==> src/common/bpc_regs.vh <==
`ifndef BPC_REGS_VH
`define BPC_REGS_VH

// register indices; byte address is four times the index
`define BPC_IDX_PORT_DATA 4'h0
`define BPC_IDX_PIN_DIR 4'h1
`define BPC_IDX_OPTION 4'h2
`define BPC_IDX_IRQ_CONTROL 4'hB
`define BPC_IDX_IRQ_STATUS 4'hC
`define BPC_IDX_IRQ_MASK 4'hD

// axi4-lite
`define BPC_ADDR_W 12
`define BPC_RESP_OKAY 2'b00
`define BPC_RESP_SLVERR 2'b10

// option register fields
`define BPC_OPT_PULLUP_DIS_N 7
`define BPC_OPT_EDGE_SEL 6
`define BPC_OPTION_RESET 8'h00C0

// irq_control fields
`define BPC_IC_GLOBAL_EN 7
`define BPC_IC_EXT_EN 4
`define BPC_IC_CHANGE_EN 3
`define BPC_IC_EXT_FLAG 1
`define BPC_IC_CHANGE_FLAG 0
`define BPC_IRQ_CONTROL_RESET 8'h0000

// irq status / mask fields
`define BPC_ST_CHANGE 0
`define BPC_ST_EXT 1
`define BPC_ST_WAKE 2
`define BPC_ST_W 3

// port reset values
`define BPC_DIR_RESET 8'h00FF
`define BPC_LATCH_RESET 8'h0000

// change-watched, external interrupt and programming pins
`define BPC_WATCH_LO 4
`define BPC_WATCH_HI 7
`define BPC_PIN_EXT_IRQ 0
`define BPC_PIN_LVP_ENABLE 3
`define BPC_PIN_LVP_CLOCK 6
`define BPC_PIN_LVP_DATA 7

`endif

==> src/hdl/bpc_pin_sync.v <==
`timescale 1ns/1ns
module bpc_pin_sync #(
    parameter WIDTH = 8
) (
    input wire core_clk,
    input wire rst,
    input wire [WIDTH-1:0] asyncIn,
    output reg [WIDTH-1:0] syncOut_r
);

reg [WIDTH-1:0] stage1_r;
reg [WIDTH-1:0] stage2_r;
reg [WIDTH-1:0] stage3_r;
integer i;

// stage1 feeds stage2 only; a bit moves once stages 2 and 3 agree
always @(posedge core_clk)
begin
    if (rst)
    begin
        stage1_r <= {WIDTH{1'b0}};
        stage2_r <= {WIDTH{1'b0}};
        stage3_r <= {WIDTH{1'b0}};
        syncOut_r <= {WIDTH{1'b0}};
    end
    else
    begin
        stage1_r <= asyncIn;
        stage2_r <= stage1_r;
        stage3_r <= stage2_r;
        for (i = 0; i < WIDTH; i = i + 1)
        begin
            if (stage2_r[i] == stage3_r[i])
            begin
                syncOut_r[i] <= stage3_r[i];
            end
        end
    end
end

endmodule // bpc_pin_sync

==> src/hdl/bpc_port.v <==
// The AXI4-Lite register port is this design's own decision.
`timescale 1ns/1ns
`include "bpc_regs.vh"
module bpc_port (
    input wire core_clk,
    input wire rst,
    // axi4-lite slave
    input wire [`BPC_ADDR_W-1:0] s_axi_awaddr,
    input wire [2:0] s_axi_awprot,
    input wire s_axi_awvalid,
    output wire s_axi_awready,
    input wire [31:0] s_axi_wdata,
    input wire [3:0] s_axi_wstrb,
    input wire s_axi_wvalid,
    output wire s_axi_wready,
    output reg [1:0] s_axi_bresp,
    output reg s_axi_bvalid,
    input wire s_axi_bready,
    input wire [`BPC_ADDR_W-1:0] s_axi_araddr,
    input wire [2:0] s_axi_arprot,
    input wire s_axi_arvalid,
    output wire s_axi_arready,
    output reg [31:0] s_axi_rdata,
    output reg [1:0] s_axi_rresp,
    output reg s_axi_rvalid,
    input wire s_axi_rready,
    // port pins
    input wire [7:0] pinIn,
    output wire [7:0] pinOut,
    output wire [7:0] pinOe,
    output wire [7:0] pullupEn,
    // low-voltage programming
    input wire lvpMode,
    input wire lvpDataOut,
    input wire lvpDataOe,
    output wire lvpEnablePin,
    output wire lvpClockPin,
    output wire lvpDataPin,
    // interrupt and wake
    output wire irqRequest,
    output wire coreWake,
    output wire irq
);

reg [7:0] outLatch_r;
reg [7:0] pinDirection_r;
reg [7:0] option_r;
reg [7:0] irqControl_r;
reg [3:0] changeRef_r;
reg extPrev_r;
reg [`BPC_ST_W-1:0] irqStatus_r;
reg [`BPC_ST_W-1:0] irqMask_r;
reg awGot_r;
reg wGot_r;
reg [`BPC_ADDR_W-1:0] awAddr_r;
reg [31:0] wData_r;
reg [3:0] wStrb_r;

wire [7:0] pinSync;

bpc_pin_sync #(
    .WIDTH(8)
) pinSyncInst (
    .core_clk(core_clk),
    .rst(rst),
    .asyncIn(pinIn),
    .syncOut_r(pinSync)
);

// register index from a byte address; out-of-range marks unmapped
function [4:0] regIndex;
    input [`BPC_ADDR_W-1:0] addr;
    begin
        if (addr[1:0] != 2'b00 || addr[`BPC_ADDR_W-1:6] != 0)
        begin
            regIndex = 5'h10;
        end
        else
        begin
            regIndex = {1'b0, addr[5:2]};
        end
    end
endfunction

function isMapped;
    input [4:0] idx;
    begin
        case (idx)
            {1'b0, `BPC_IDX_PORT_DATA},
            {1'b0, `BPC_IDX_PIN_DIR},
            {1'b0, `BPC_IDX_OPTION},
            {1'b0, `BPC_IDX_IRQ_CONTROL},
            {1'b0, `BPC_IDX_IRQ_STATUS},
            {1'b0, `BPC_IDX_IRQ_MASK}: isMapped = 1'b1;
            default: isMapped = 1'b0;
        endcase
    end
endfunction

// effective direction: programming mode forces its pins
wire [7:0] effDirection;
assign effDirection = lvpMode ?
    (pinDirection_r | (8'h0001 << `BPC_PIN_LVP_ENABLE) | (8'h0001 << `BPC_PIN_LVP_CLOCK)
        | (8'h0001 << `BPC_PIN_LVP_DATA)) : pinDirection_r;

wire lvpDriveData;
assign lvpDriveData = lvpMode & lvpDataOe;

assign pinOe = ~effDirection | (lvpDriveData ? (8'h0001 << `BPC_PIN_LVP_DATA) : 8'h0000);
assign pinOut = lvpMode ?
    ((outLatch_r & ~(8'h0001 << `BPC_PIN_LVP_DATA)) | ({7'h00, lvpDataOut} << `BPC_PIN_LVP_DATA))
    : outLatch_r;
assign lvpEnablePin = pinSync[`BPC_PIN_LVP_ENABLE];
assign lvpClockPin = pinSync[`BPC_PIN_LVP_CLOCK];
assign lvpDataPin = pinSync[`BPC_PIN_LVP_DATA];

// pull-ups follow the shared bit but never on a driven pin
assign pullupEn = {8{~option_r[`BPC_OPT_PULLUP_DIS_N]}} & ~pinOe;

// change detection on the watched inputs only
wire [3:0] watchInputs;
wire [3:0] watchMask;
wire mismatch;
assign watchInputs = pinSync[`BPC_WATCH_HI:`BPC_WATCH_LO];
assign watchMask = effDirection[`BPC_WATCH_HI:`BPC_WATCH_LO];
assign mismatch = |((watchInputs ^ changeRef_r) & watchMask);

// external interrupt edge on pin 0
wire extNow;
wire extEdge;
assign extNow = pinSync[`BPC_PIN_EXT_IRQ];
assign extEdge = option_r[`BPC_OPT_EDGE_SEL] ? (extNow & ~extPrev_r) : (~extNow & extPrev_r);

// axi write path: address and data may come in either order
wire awHand;
wire wHand;
wire wrFire;
wire [`BPC_ADDR_W-1:0] wrAddr;
wire [31:0] wrData;
wire [3:0] wrStrb;
wire [4:0] wrIdx;
wire wrOk;
wire wrLane0;
assign s_axi_awready = ~awGot_r & ~s_axi_bvalid;
assign s_axi_wready = ~wGot_r & ~s_axi_bvalid;
assign awHand = s_axi_awvalid & s_axi_awready;
assign wHand = s_axi_wvalid & s_axi_wready;
assign wrFire = (awGot_r | awHand) & (wGot_r | wHand);
assign wrAddr = awGot_r ? awAddr_r : s_axi_awaddr;
assign wrData = wGot_r ? wData_r : s_axi_wdata;
assign wrStrb = wGot_r ? wStrb_r : s_axi_wstrb;
assign wrIdx = regIndex(wrAddr);
assign wrOk = isMapped(wrIdx);
// registers are one byte wide; lane 0 carries them
assign wrLane0 = wrFire & wrOk & wrStrb[0];

wire wrPort;
wire wrDir;
wire wrOption;
wire wrControl;
wire wrStatus;
wire wrMask;
assign wrPort = wrLane0 & (wrIdx == {1'b0, `BPC_IDX_PORT_DATA});
assign wrDir = wrLane0 & (wrIdx == {1'b0, `BPC_IDX_PIN_DIR});
assign wrOption = wrLane0 & (wrIdx == {1'b0, `BPC_IDX_OPTION});
assign wrControl = wrLane0 & (wrIdx == {1'b0, `BPC_IDX_IRQ_CONTROL});
assign wrStatus = wrLane0 & (wrIdx == {1'b0, `BPC_IDX_IRQ_STATUS});
assign wrMask = wrLane0 & (wrIdx == {1'b0, `BPC_IDX_IRQ_MASK});

// axi read path
wire arHand;
wire [4:0] rdIdx;
wire rdPort;
assign s_axi_arready = ~s_axi_rvalid;
assign arHand = s_axi_arvalid & s_axi_arready;
assign rdIdx = regIndex(s_axi_araddr);
assign rdPort = arHand & (rdIdx == {1'b0, `BPC_IDX_PORT_DATA});

reg [7:0] rdValue;
always @*
begin
    case (rdIdx)
        {1'b0, `BPC_IDX_PORT_DATA}: rdValue = pinSync;
        {1'b0, `BPC_IDX_PIN_DIR}: rdValue = pinDirection_r;
        {1'b0, `BPC_IDX_OPTION}: rdValue = option_r;
        {1'b0, `BPC_IDX_IRQ_CONTROL}: rdValue = irqControl_r;
        {1'b0, `BPC_IDX_IRQ_STATUS}: rdValue = {5'h00, irqStatus_r};
        {1'b0, `BPC_IDX_IRQ_MASK}: rdValue = {5'h00, irqMask_r};
        default: rdValue = 8'h0000;
    endcase
end

// flag next values; hardware set wins over a software clear
wire changeFlag_nxt;
wire extFlag_nxt;
wire [7:0] controlWrMask;
wire [7:0] irqControl_nxt;
assign controlWrMask = (8'h0001 << `BPC_IC_GLOBAL_EN) | (8'h0001 << `BPC_IC_EXT_EN)
    | (8'h0001 << `BPC_IC_CHANGE_EN);
assign changeFlag_nxt = mismatch
    | (wrControl ? wrData[`BPC_IC_CHANGE_FLAG] : irqControl_r[`BPC_IC_CHANGE_FLAG]);
assign extFlag_nxt = extEdge
    | (wrControl ? wrData[`BPC_IC_EXT_FLAG] : irqControl_r[`BPC_IC_EXT_FLAG]);
assign irqControl_nxt = ((wrControl ? wrData[7:0] : irqControl_r) & controlWrMask)
    | ({7'h00, changeFlag_nxt} << `BPC_IC_CHANGE_FLAG)
    | ({7'h00, extFlag_nxt} << `BPC_IC_EXT_FLAG);

wire wakeEvent;
assign wakeEvent = irqControl_r[`BPC_IC_CHANGE_FLAG] & irqControl_r[`BPC_IC_CHANGE_EN];

wire [`BPC_ST_W-1:0] statusEvents;
wire [`BPC_ST_W-1:0] irqStatus_nxt;
assign statusEvents = ({2'b00, mismatch} << `BPC_ST_CHANGE) | ({2'b00, extEdge} << `BPC_ST_EXT)
    | ({2'b00, wakeEvent} << `BPC_ST_WAKE);
assign irqStatus_nxt = statusEvents
    | (irqStatus_r & ~(wrStatus ? wrData[`BPC_ST_W-1:0] : {`BPC_ST_W{1'b0}}));

always @(posedge core_clk)
begin
    if (rst)
    begin
        outLatch_r <= `BPC_LATCH_RESET;
        pinDirection_r <= `BPC_DIR_RESET;
        option_r <= `BPC_OPTION_RESET;
        irqControl_r <= `BPC_IRQ_CONTROL_RESET;
        changeRef_r <= 4'h0;
        extPrev_r <= 1'b0;
        irqStatus_r <= {`BPC_ST_W{1'b0}};
        irqMask_r <= {`BPC_ST_W{1'b0}};
    end
    else
    begin
        extPrev_r <= extNow;
        irqControl_r <= irqControl_nxt;
        irqStatus_r <= irqStatus_nxt;
        if (wrPort)
        begin
            outLatch_r <= wrData[7:0];
        end
        if (wrDir)
        begin
            pinDirection_r <= wrData[7:0];
        end
        if (wrOption)
        begin
            option_r <= wrData[7:0] & ((8'h0001 << `BPC_OPT_PULLUP_DIS_N) | (8'h0001 << `BPC_OPT_EDGE_SEL));
        end
        if (wrMask)
        begin
            irqMask_r <= wrData[`BPC_ST_W-1:0];
        end
        // a port access re-arms the comparison against present levels
        if (rdPort | wrPort)
        begin
            changeRef_r <= watchInputs;
        end
    end
end

// axi handshake state
always @(posedge core_clk)
begin
    if (rst)
    begin
        awGot_r <= 1'b0;
        wGot_r <= 1'b0;
        awAddr_r <= {`BPC_ADDR_W{1'b0}};
        wData_r <= 32'h0000_0000;
        wStrb_r <= 4'h0;
        s_axi_bvalid <= 1'b0;
        s_axi_bresp <= `BPC_RESP_OKAY;
        s_axi_rvalid <= 1'b0;
        s_axi_rresp <= `BPC_RESP_OKAY;
        s_axi_rdata <= 32'h0000_0000;
    end
    else
    begin
        if (wrFire)
        begin
            awGot_r <= 1'b0;
            wGot_r <= 1'b0;
            s_axi_bvalid <= 1'b1;
            s_axi_bresp <= wrOk ? `BPC_RESP_OKAY : `BPC_RESP_SLVERR;
        end
        else
        begin
            if (awHand)
            begin
                awGot_r <= 1'b1;
                awAddr_r <= s_axi_awaddr;
            end
            if (wHand)
            begin
                wGot_r <= 1'b1;
                wData_r <= s_axi_wdata;
                wStrb_r <= s_axi_wstrb;
            end
            if (s_axi_bvalid & s_axi_bready)
            begin
                s_axi_bvalid <= 1'b0;
            end
        end
        if (arHand)
        begin
            s_axi_rvalid <= 1'b1;
            s_axi_rdata <= {24'h00_0000, rdValue};
            s_axi_rresp <= isMapped(rdIdx) ? `BPC_RESP_OKAY : `BPC_RESP_SLVERR;
        end
        else if (s_axi_rvalid & s_axi_rready)
        begin
            s_axi_rvalid <= 1'b0;
        end
    end
end

// request only with flag, its enable and the global enable
assign irqRequest = irqControl_r[`BPC_IC_GLOBAL_EN]
    & ((irqControl_r[`BPC_IC_CHANGE_FLAG] & irqControl_r[`BPC_IC_CHANGE_EN])
    | (irqControl_r[`BPC_IC_EXT_FLAG] & irqControl_r[`BPC_IC_EXT_EN]));
// wake does not need the global enable, as a sleeping core polls nothing
assign coreWake = wakeEvent;
assign irq = |(irqStatus_r & irqMask_r);

endmodule // bpc_port

==> config.mk <==
export PLATFORM = sky130hd
export DESIGN_NAME = bpc_port
export DESIGN_NICKNAME = d
export VERILOG_FILES = /design/src/hdl/bpc_pin_sync.v /design/src/hdl/bpc_port.v
export VERILOG_INCLUDE_DIRS = /design/src /design/src/common
export SDC_FILE = /design/constraint.sdc
export NUM_CORES = 1
export LEC_CHECK = 0
export ABC_AREA = 0
export ABC_CLOCK_PERIOD_IN_PS = 5700
export BUFFER_PORTS_ARGS = -buffer_cell sky130_fd_sc_hd__buf_2
export CAP_MARGIN = 25
export CELL_PAD_IN_SITES_DETAIL_PLACEMENT = 0
export CELL_PAD_IN_SITES_GLOBAL_PLACEMENT = 2
export CORE_ASPECT_RATIO = 1.1
export CORE_UTILIZATION = 32
export CTS_CLUSTER_DIAMETER = 80
export DETAILED_ROUTE_END_ITERATION = 6
export PLACE_DENSITY = 0.88
export SYNTH_ARGS = -nofsm -noshare
export SYNTH_HDL_FRONTEND = slang
export SYNTH_SLANG_ARGS = --single-unit
==> constraint.sdc <==
create_clock -name core_clk -period 5.7 [get_ports core_clk]
set_clock_uncertainty 0.05 [all_clocks]
set_input_delay 0.57 -clock core_clk [delete_from_list [all_inputs] [get_ports core_clk]]
set_output_delay 0.57 -clock core_clk [all_outputs]
set_load 0.005 [all_outputs]
==> out/metrics.yaml, run 1 <==
syn_area_per_cell_um2: 9.40
cts_tree: "yes"
worst_slack_ns: 3.08
hold_viol: 0
grt_pass1_wl_um: 16200
drv_slew: 0
async_flop_share: 0
hold_depth: 2
fmax_ghz: 0.382
antenna_found_initial: 0
hpwl_um: 7900
setup_tns_ns: 0
layout_commonest_cell: "dfxtp_1"
power_density_mw_per_mm2: 273
diodes: 0
synth-edff-count: 0
hp-class: "input port to register"
numClockSinks: 101
die_h_um: 128
final_nets: 651
placed_cells: 744
drtIter0Drc: 173
worstReg2RegStart: "awGot_r$_SDFFE_PP0P_"
critPathKind: "register to register"
leakage_nw: 2.31
yosysSeqAreaShare: 0.441
yosysWarnings: 0
grt_max_degree: 65
num_vias: 3486
post_cts.repair.setup_buffers: 0
hold_path_end: "s_axi_rvalid$_SDFFE_PP0P_"
cts-root-buf: "clkbuf_16"
grt_use_total: 0.144
pin_count: 155
layout_common_cells: "dfxtp_1 (101), buf_2 (95), nor2_1 (64), mux2i_1 (50), nor2b_1 (29)"
endpoint_kind: "register"
dr.pass1.iters: 4
period_needed_ns: 2.62
synth_area_mm2: 0.00459
stdcell_count: 760
grt_pass1_vias: 3198
drive_gt1_frac: 0.245
post_cts_resized: 0
post-route-drc-count: 0
clkLatencyLatePin_ns: 0.34
clock_path_buffers: 2
rsz0062_at_grt: "false"
synthCells: 488
dieArea_mm2: 0.0148
area_growth_pct: 16.7
fin_crit_sh: 0.459
worstPathMaxFanout: 15
rrSetupSlack_ns: 3.08
antenna_left: 0
design_area_mm2: 0.00536
r2r-end: "outLatch_r[7]$_SDFFE_PP0P_"
dpl_cell_area_mm2: 0.00508
start_kind: "register"
synth_cell_types: 51
worstRegToRegCells: 6
ir_drop_v: 0.000118
vias_per_cell: 4.59
wl_per_cell_um: 13.9
status: "finished clean"
hold_start: "s_axi_rready"
core_mm2: 0.0139
ys_seq_elements: 101
arrival_ns: 2.77
numCtsBuffers: 9
initial_utilization: 0.330
tightest_slew_ns: 0.822
hold_buffers: 0
globalRoute.totalOverflow: 0
clkTransAtPathRegs_ns: 0.07
gp_congestion: 0.742
setup_violations: 0
wl_um: 10500
rows: 45
numPortBuffers: 95
place_ws_ns: 3.03
cp.required_ns: 5.86
slew_headroom: 0.452
maxCapViolCount: 0
cts_max_level: 3
die_w_um: 116
synthFlopType: "dfxtp_1"
-- power by group --
group          switching, W  total, W  internal (W)
sequential        0.0000161  0.000741      0.000724
combinational     0.0000772  0.000139     0.0000614
clock              0.000281  0.000583      0.000302
total              0.000374   0.00146       0.00109
-- state kept, by name, summed over array words and instances, names as in the netlist --
signal and count:
outLatch_r 8, changeRef_r 4, pinDirection_r 8, wGot_r 1, pinSyncInst.syncOut_r 8, s_axi_bvalid 1, awAddr_r 12, irqMask_r 3
irqControl_r 5, wData_r 8, pinSyncInst.stage2_r 8, pinSyncInst.stage3_r 8, pinSyncInst.stage1_r 8, awGot_r 1, extPrev_r 1, irqStatus_r 3
wStrb_r 1, option_r 2, s_axi_rdata 8, s_axi_bresp 1, s_axi_rvalid 1, s_axi_rresp 1
-- cells in the mapped netlist (2+ instances only) --
library cell	n	area share
and2_1	2	0.0027
a311oi_1	2	0.0038
clkbuf_1	14	0.011
dfxtp_1	101	0.44
a21o_1	3	0.0049
o21ai_0	19	0.021
o21bai_1	2	0.0033
nand2_1	24	0.020
o22ai_1	2	0.0027
a211oi_1	4	0.0065
a31oi_1	4	0.0055
nand3_1	4	0.0044
mux2_2	15	0.037
buf_1	3	0.0025
buf_4	34	0.056
xor2_1	2	0.0038
a2111oi_4	3	0.018
buf_2	2	0.0022
nor3_1	13	0.014
nand2b_1	12	0.016
a221o_1	3	0.0065
xnor2_1	3	0.0057
nor2b_1	29	0.040
or4_1	2	0.0033
nor4_1	3	0.0041
a22oi_1	5	0.0082
nand3b_1	7	0.011
nor3b_1	2	0.0033
a21oi_1	24	0.026
nor2_1	64	0.052
mux2i_1	50	0.11
inv_1	12	0.0098
-- how the worst max path moves through the flow --
| stage | from | endpoint | slack, ns |
|---|---|---|---|
| 6_report | awGot_r$_SDFFE_PP0P_ | outLatch_r[7]$_SDFFE_PP0P_ | 3.08 |
| 5_1_grt | awGot_r$_SDFFE_PP0P_ | outLatch_r[4]$_SDFFE_PP0P_ | 2.84 |
| 4_1_cts | awGot_r$_SDFFE_PP0P_ | outLatch_r[7]$_SDFFE_PP0P_ | 3.05 |
| 3_5_place_dp | s_axi_awaddr[1] | outLatch_r[7]$_SDFFE_PP0P_ | 3.03 |
| 3_3_place_gp | s_axi_awaddr[1] | outLatch_r[4]$_SDFFE_PP0P_ | 2.84 |
| 2_1_floorplan | s_axi_awaddr[1] | pinDirection_r[5]$_SDFFE_PP1P_ | 3.48 |
-- routing by layer --
| metal | routed length [um] | vias up | global-route usage |
|---|---|---|---|
| li1 | - | 1780 | - |
| met1 | 4620 | 1629 | 0.168 |
| met2 | 5430 | 68 | 0.259 |
| met3 | 360 | 9 | 0.0294 |
| met4 | 123 | 0 | 0.0475 |
| met5 | 0 | - | 0 |
-- logic make-up (layout without fill, tap and decap cells) --
kind of cell              count (synthesis)  count (layout)  synth area share
and+or+nand+nor                         170             170             0.193
AOI/OAI and AO/OA                        79              79             0.124
buffers and inverters                    66             125            0.0832
DFF                                     101             101             0.441
other                                     1              26          0.000817
muxes                                    66              66             0.149
xor gates and xnor gates                  5               5           0.00954
-- critical path, cell delays in order (launching register included) --
cell       delay (ns)
dfxtp_1          0.73
nor3b_1          0.33
o21ai_1          0.22
a2111oi_4        0.64
buf_6            0.25
mux2i_1          0.21
nor2_1           0.05
-- layout make-up --
| class | instances | area (um2) |
|---|---|---|
| flip-flops and latches | 101 | 2020 |
| multi-input cells | 346 | 2280 |
| inverters | 12 | 45.0 |
| fillers | 1416 | 8550 |
| clock buffers | 9 | 225 |
| well taps | 188 | 235 |
| clock inverters | 7 | 56.3 |
| repair buffers | 97 | 494 |
-- stage by stage --
| step | power (W) | utilization | hold slack, ns |
|---|---|---|---|
| final | 0.00146 | 0.385 | 0.358 |
| after global routing | 0.00153 | 0.385 | 0.356 |
| after CTS | 0.00148 | 0.385 | 0.346 |
| after detailed placement | 0.000896 | 0.365 | 0.375 |
| after global placement | 0.000892 | 0.364 | 0.367 |
| after floorplan | 0.000863 | - | 0.364 |
Note: power is estimated with default switching activity, not from simulation.
==> inputs of run 2 (changes only) <==
Settings changed: ABC_AREA 0 to 1, ABC_CLOCK_PERIOD_IN_PS 5700 to 2150, CORE_UTILIZATION 32 to 24, PLACE_DENSITY 0.88 to 0.78.
Clock period 5.7 ns to 2.15 ns, I/O delays scaled along.
==> run 2 against run 1 <==
Global-route usage down 1.7 points; largest cell class unchanged; setup slack worse by 3.0 ns; utilization down 7.4 points; hold slack worse by 0.34 ns; die area up 38%; sequential share of layout area down 4.0 points.
==> out/metrics.yaml, run 2 <==
core_mm2: 0.0193  # was 0.0139 mm2
regArea_mm2: 0.00203  # was 0.00202 mm2
grt_pass1_vias: 4027  # was 3,198
pwr-share-comb: 0.124  # was 0.095
yosysWarnings: 0  # unchanged
syn_area_per_cell_um2: 7.06  # was 9.40 um2
clkTransAtPathRegs_ns: 0.08  # was 0.07 ns
muxShareOfSynthArea: 0.0108  # was 0.149
leakage_nw: 2.95  # was 2.31 nW
place_ws_ns: 0.0288  # was 3.03 ns
synthTopCellsByArea: "dfxtp_1 (42%), nand2_1 (9.3%), nor2_1 (9.3%), inv_1 (7.6%), buf_4 (5.4%)"  # was dfxtp_1 (44%), mux2i_1 (11%), buf_4 (5.6%), nor2_1 (5.2%), nor2b_1 (4.0%)
antenna_left: 0  # unchanged
largest_reg_flops: 12  # unchanged
period_needed_ns: 2.08  # was 2.62 ns
synth_compound_area_frac: 0.136  # was 0.124
dr.pass1.iters: 4  # unchanged
worstPathMaxFanout: 8  # was 15
fmax_ghz: 0.481  # was 0.382 GHz
hp-class: "input port to register"  # unchanged
synthAdderAreaFrac: 0  # unchanged
numCtsBuffers: 9  # unchanged
rsz0062_at_grt: "true"  # was false
yosys-top-cells-count: "nand2_1 (118), nor2_1 (118), dfxtp_1 (101)"  # was dfxtp_1 (101), nor2_1 (64), mux2i_1 (50)
synth.top_cell.area_share: 0.425  # was 0.441
hold_viol: 0  # unchanged
critPathSlowestCell: "dfxtp_4"  # was dfxtp_1
maxCapViolCount: 0  # unchanged
numClockSinks: 101  # unchanged
drive_gt1_frac: 0.237  # was 0.245
cp_cell_sequence: "buf_6, nor2_4, inv_2, nor2_2, nand2_2, nand2_4, nand4_1, nand3_1, nor2_2, nor2_4, buf_12, nand3_4, buf_12, a21oi_1, nor2_1"  # was nor3b_1, o21ai_1, a2111oi_4, buf_6, mux2i_1, nor2_1
arrival_ns: 2.28  # was 2.77 ns
numPortBuffers: 95  # unchanged
wl_per_cell_um: 12.0  # was 13.9 um
fin_crit_sh: 0.967  # was 0.459
pwr-share-clk: 0.400  # was 0.399
dpl_cell_area_mm2: 0.00550  # was 0.00508 mm2
stdcell_count: 1044  # was 760
initial_utilization: 0.247  # was 0.330
start_kind: "register"  # unchanged
largest-register: "awAddr_r"  # unchanged
rows: 53  # was 45
critPathKind: "register to register"  # unchanged
num_vias: 4360  # was 3,486
design_area_mm2: 0.00600  # was 0.00536 mm2
setup_tns_ns: 0  # unchanged
synth_top_family_by_area: "simple AND/OR/NAND/NOR gates"  # unchanged
post-route-drc-count: 0  # unchanged
clkLatencyLatePin_ns: 0.35  # was 0.34 ns
synth_top_area_cell: "dfxtp_1"  # unchanged
ir_drop_v: 0.000350  # was 0.000118 V
power_density_mw_per_mm2: 699  # was 273 mW/mm2
ys_seq_elements: 101  # unchanged
synth_area_mm2: 0.00476  # was 0.00459 mm2
antenna_found_initial: 0  # unchanged
clock_path_buffers: 2  # unchanged
layout_common_cells: "nor2_1 (117), nand2_1 (114), dfxtp_1 (100), buf_2 (95), inv_1 (93)"  # was dfxtp_1 (101), buf_2 (95), nor2_1 (64), mux2i_1 (50), nor2b_1 (29)
diodes: 0  # unchanged
drtIter0Drc: 185  # was 173
post-route-util: 0.311  # was 0.385
tightest_slew_ns: 0.564  # was 0.822 ns
cpPeakStageDelay_ns: 0.37  # was 0.73 ns
drv_slew: 0  # unchanged
endpoint_kind: "register"  # unchanged
seq_power_share: 0.476  # was 0.506
pin_count: 155  # unchanged
synthCells: 674  # was 488
vias_per_cell: 4.18  # was 4.59
final_nets: 876  # was 651
swShare: 0.288  # was 0.256
fillCellCount: 2156  # was 1,416
cts-root-buf: "clkbuf_16"  # unchanged
wl_um: 12500  # was 10,500 um
globalRoute.totalOverflow: 0  # unchanged
slew_headroom: 0.624  # was 0.452
synth-simple-area-share: 0.272  # was 0.193
grt_max_degree: 54  # was 65
dieArea_mm2: 0.0204  # was 0.0148 mm2
synthFlopType: "dfxtp_1"  # unchanged
synthXorXnorAreaFrac: 0.00184  # was 0.00954
hpwl_um: 9440  # was 7900 um
cts_max_level: 3  # unchanged
layout_commonest_cell: "nor2_1"  # was dfxtp_1
cp.required_ns: 2.35  # was 5.86 ns
die_h_um: 150  # was 128 um
switchingPower_w: 0.00121  # was 0.000374 W
synth_cell_types: 39  # was 51
status: "finished clean"  # unchanged
grt_pass1_wl_um: 20200  # was 16,200 um
gp_congestion: 0.768  # was 0.742
setup_violations: 0  # unchanged
placed_cells: 1016  # was 744
worst_slack_ns: 0.0705  # was 3.08 ns
power.internal_w: 0.00299  # was 0.00109 W
async_flop_share: 0  # unchanged
cts_tree: "yes"  # unchanged
grt_use_total: 0.127  # was 0.144
die_w_um: 136  # was 116 um
area_growth_pct: 26.1  # was 16.7%
multi_input_area_mm2: 0.00215  # was 0.00228 mm2
synth-edff-count: 0  # unchanged
yosysSeqAreaShare: 0.425  # was 0.441
run 2: cell types whose count changed in the layout (fill, tap and decap cells not counted), sizes merged, moves of 17 or more:
cell	delta
a21oi	+25
buf	+31
inv	+88
mux2i	-47
nand2	+101
nand3	+24
nand4	+17
nor2	+59
nor2b	-29
o21ai	+27
run 2: critical path: cells and delay by family (launching register included):
kind	cells	cell delay (ns)
flip-flops	1	0.37
buffers and inverters	4	0.48
AO/OA/AOI/OAI	1	0.13
AND/OR/NAND/NOR	10	0.97
run 2: cells by family after synthesis:
| family | Yosys count |
|---|---|
| AND/OR/NAND/NOR | 299 |
| other | 1 |
| multiplexers | 5 |
| XOR/XNOR | 1 |
| flip-flops | 101 |
| buffers and inverters | 154 |
| AO/OA/AOI/OAI | 113 |
run 2: worst paths after layout:
check                                          start                                 end  slack [ns]  cells past startpoint
setup / recovery                awGot_r$_SDFFE_PP0P_         changeRef_r[1]$_SDFFE_PP0P_        0.07                     15
hold / removal                              pinIn[6]  pinSyncInst.stage1_r[6]$_SDFF_PP0_        0.02                      3
setup reg to reg                awGot_r$_SDFFE_PP0P_         changeRef_r[1]$_SDFFE_PP0P_        0.07                     15
hold reg to reg   pinSyncInst.stage1_r[6]$_SDFF_PP0_  pinSyncInst.stage2_r[6]$_SDFF_PP0_        0.35                      2
run 2: final cells by class:
type / count / area share
multi-input combinational: 445 / 0.359
inverter: 102 / 0.0638
tap: 247 / 0.0515
sequential: 101 / 0.338
clock inverter: 7 / 0.0148
timing repair buffer: 133 / 0.136
clock buffer: 9 / 0.0375
run 2: stage by stage:
step / power (W) / hold slack [ns]
finish: 0.00419 / 0.0150
global route: 0.00439 / 0.00871
CTS: 0.00424 / 0.00220
detailed placement: 0.00254 / 0.345
global placement: 0.00254 / 0.345
floorplan: 0.00237 / 0.249
run 2: what timing repair did:
item / in CTS / in global routing
hold buffers: 5 / 0
endpoints found under the hold margin: 5 / 0
setup endpoints to repair: 0 / 33
gates resized for setup: 0 / 23
setup buffers: 0 / 6
run 2: layer usage:
| layer | routed length [um] | part of all wire | track usage | vias to the layer above |
|---|---|---|---|---|
| li1 | - | - | - | 2312 |
| met1 | 6110 | 0.49 | 0.169 | 1955 |
| met5 | 0 | 0 | 0 | - |
| met3 | 510 | 0.041 | 0.0257 | 10 |
| met2 | 5780 | 0.46 | 0.206 | 83 |
| met4 | 138 | 0.011 | 0.0350 | 0 |
run 2: power groups by stage:
stage                     registers (W)  clock network [W]  logic (W)
after floorplan                 0.00203                  0   0.000346
after global placement          0.00204                  0   0.000502
after detailed placement        0.00204                  0   0.000502
after CTS                       0.00200            0.00173   0.000511
after global routing            0.00201            0.00180   0.000592
final                           0.00199            0.00168   0.000519
==> inputs of run 3 (changes only) <==
Settings changed: ABC_CLOCK_PERIOD_IN_PS 2150 to 2600, CORE_UTILIZATION 24 to 29, PLACE_DENSITY 0.78 to 0.88, SETUP_SLACK_MARGIN set to 0.4, SKIP_LAST_GASP set to 1.
Clock period 2.15 ns to 2.6 ns, I/O delays scaled along.
==> run 3 against run 2 <==
Register-to-register slack gained 0.42 ns; hold slack gained 0.035 ns; sequential power shrank 17%; critical path depth shrank 2; largest cell class unchanged; cell count shrank 6.3%; sequential share of layout area grew 1.3 points; largest power group unchanged; maximum frequency shrank 1.2%; utilization grew 5.4 points; clock power shrank 11%; sequential cell count is the same; power shrank 15%; die area shrank 17%.
==> out/metrics.yaml, run 3 (synthesis gave the netlist of run 2 again) <==
post-route-drc-count: 0  # unchanged
regArea_mm2: 0.00203  # unchanged
maxCapViolCount: 0  # unchanged
critPathKind: "register to register"  # unchanged
antenna_found_initial: 0  # unchanged
hold_path_end: "pinSyncInst.stage1_r[0]$_SDFF_PP0_"  # was pinSyncInst.stage1_r[6]$_SDFF_PP0_
slew_headroom: 0.604  # was 0.624
arrival_ns: 2.30  # was 2.28 ns
endpoint_kind: "register"  # unchanged
status: "finished clean"  # unchanged
hold_start: "pinIn[0]"  # was pinIn[6]
dieArea_mm2: 0.0169  # was 0.0204 mm2
drtIter0Drc: 254  # was 185
leakage_nw: 2.87  # was 2.95 nW
initial_utilization: 0.300  # was 0.247
clkLatencyLatePin_ns: 0.35  # about the same
numCtsBuffers: 9  # unchanged
globalRoute.totalOverflow: 0  # unchanged
vias_per_cell: 4.37  # was 4.18
cp.required_ns: 2.79  # was 2.35 ns
hold_depth: 3  # unchanged
hpwl_um: 8820  # was 9440 um
num_vias: 4271  # was 4,360
fmax_ghz: 0.475  # was 0.481 GHz
cts_tree: "yes"  # unchanged
pwr-share-comb: 0.114  # was 0.124
clock_path_buffers: 2  # unchanged
p_total_w: 0.00355  # was 0.00419 W
placed_cells: 950  # was 1,016
largest_reg_flops: 12  # unchanged
core_mm2: 0.0159  # was 0.0193 mm2
swShare: 0.257  # was 0.288
wl_per_cell_um: 12.4  # was 12.0 um
setup_tns_ns: 0  # unchanged
grt_use_total: 0.148  # was 0.127
layout_commonest_cell: "nand2_1"  # was nor2_1
switchingPower_w: 0.000913  # was 0.00121 W
hold_viol: 0  # unchanged
cts-root-buf: "clkbuf_16"  # unchanged
pin_count: 155  # unchanged
cp_cell_sequence: "buf_12, nand2_1, o21ai_4, inv_2, nor2_2, nand4_1, nand3_1, nor2_2, nor2_4, buf_12, nand3_2, o21ai_0, nor2_1"  # was buf_6, nor2_4, inv_2, nor2_2, nand2_2, nand2_4, nand4_1, nand3_1, nor2_2, nor2_4, buf_12, nand3_4, buf_12, a21oi_1, nor2_1
dr.pass1.iters: 4  # unchanged
power.internal_w: 0.00264  # was 0.00299 W
power_density_mw_per_mm2: 614  # was 699 mW/mm2
fillCellCount: 1751  # was 2,156
grt_pass1_wl_um: 18800  # was 20,200 um
hp-class: "input port to register"  # unchanged
drv_slew: 0  # unchanged
setup_violations: 0  # unchanged
ir_drop_v: 0.000307  # was 0.000350 V
gp_congestion: 0.790  # was 0.768
area_growth_pct: 21.5  # was 26.1%
largest-register: "awAddr_r"  # unchanged
grt_max_degree: 54  # unchanged
cpPeakStageDelay_ns: 0.41  # was 0.37 ns
drive_gt1_frac: 0.215  # was 0.237
rsz0062_at_grt: "true"  # unchanged
cts_max_level: 3  # unchanged
seq_power_share: 0.466  # was 0.476
final_nets: 857  # was 876
cp_top_family: "simple AND/OR/NAND/NOR gates"  # unchanged
place_ws_ns: 0.190  # was 0.0288 ns
clkTransAtPathRegs_ns: 0.07  # was 0.08 ns
numPortBuffers: 95  # unchanged
worst_slack_ns: 0.495  # was 0.0705 ns
fin_crit_sh: 0.810  # was 0.967
multi_input_area_mm2: 0.00214  # was 0.00215 mm2
period_needed_ns: 2.10  # was 2.08 ns
start_kind: "register"  # unchanged
die_w_um: 124  # was 136 um
antenna_left: 0  # unchanged
r2r-end: "irqMask_r[0]$_SDFFE_PP0P_"  # was changeRef_r[1]$_SDFFE_PP0P_
rows: 48  # was 53
diodes: 0  # unchanged
critPathSlowestCell: "dfxtp_4"  # unchanged
path_buf_inv: 3  # was 4
worstPathMaxFanout: 8  # unchanged
worstRegToRegCells: 13  # was 15
worstReg2RegStart: "awGot_r$_SDFFE_PP0P_"  # unchanged
rrSetupSlack_ns: 0.50  # was 0.07 ns
wl_um: 12100  # was 12,500 um
numClockSinks: 101  # unchanged
tightest_slew_ns: 0.593  # was 0.564 ns
whs_ns: 0.0498  # was 0.0150 ns
stdcell_count: 978  # was 1,044
die_h_um: 136  # was 150 um
pwr-share-clk: 0.420  # was 0.400
grt_pass1_vias: 3749  # was 4,027
layout_common_cells: "nand2_1 (118), nor2_1 (116), dfxtp_1 (100), inv_1 (96), buf_2 (96)"  # was nor2_1 (117), nand2_1 (114), dfxtp_1 (100), buf_2 (95), inv_1 (93)
## run 3: cell count changes in the layout (fill, tap and decap cells not counted), sizes merged
cell,change
buf,-13
bufinv,+2
clkbuf,+1
clkinv,-2
dlygate4sd3,-5
inv,-1
nand3,-1
## run 3: what timing repair did
| action | in CTS | in global routing |
|---|---|---|
| resized for setup | 2 | 12 |
| hold buffers | 0 | 0 |
| endpoints found under the setup margin | 33 | 33 |
| gates cloned | 0 | 1 |
| pin swaps | 1 | 10 |
| buffers inserted | 1 | 10 |
## run 3: per-layer routing
layer  share of wire  up-vias  track usage
met4           0.015        0       0.0575
met1            0.48     1873        0.203
met5               0        -            0
li1                -     2271            -
met2            0.44      114        0.225
met3           0.057       13       0.0331
## run 3: tightest hold or removal path, stage by stage
cell and delay (ns):
buf_2 0.07, inv_1 0.03, nor2_1 0.06
## run 3: metrics by stage
stage                     cell area (um2)   util
after floorplan                      4850      -
after global placement               5290  0.334
after detailed placement             5290  0.334
after CTS                            5640  0.356
after global routing                 5780  0.365
final                                5780  0.365
## run 3: worst max-delay path by stage
stage,from,endpoint,slack (ns),cells after the start
2_1_floorplan,awGot_r$_SDFFE_PP0P_,pinDirection_r[6]$_SDFFE_PP1P_,0.74,17
3_3_place_gp,awGot_r$_SDFFE_PP0P_,changeRef_r[1]$_SDFFE_PP0P_,0.21,11
3_5_place_dp,awGot_r$_SDFFE_PP0P_,changeRef_r[3]$_SDFFE_PP0P_,0.19,11
4_1_cts,awGot_r$_SDFFE_PP0P_,changeRef_r[3]$_SDFFE_PP0P_,0.41,17
5_1_grt,awGot_r$_SDFFE_PP0P_,changeRef_r[1]$_SDFFE_PP0P_,0.35,14
6_report,awGot_r$_SDFFE_PP0P_,irqMask_r[0]$_SDFFE_PP0P_,0.50,13
## run 3: layout make-up
type                    instances  area share
multi-input cells             444       0.369
flip-flops and latches        101       0.350
repair buffers                115       0.113
inverters                     102      0.0666
well taps                     200      0.0433
clock buffers                  10      0.0413
clock inverters                 6      0.0158
## run 3: power groups by stage
stage	Clock (W)	Sequential, W	Combinational (W)
after floorplan	0	0.00168	0.000286
after global placement	0	0.00169	0.000381
after detailed placement	0	0.00169	0.000383
after CTS	0.00153	0.00166	0.000385
after global routing	0.00159	0.00166	0.000465
final	0.00149	0.00165	0.000404
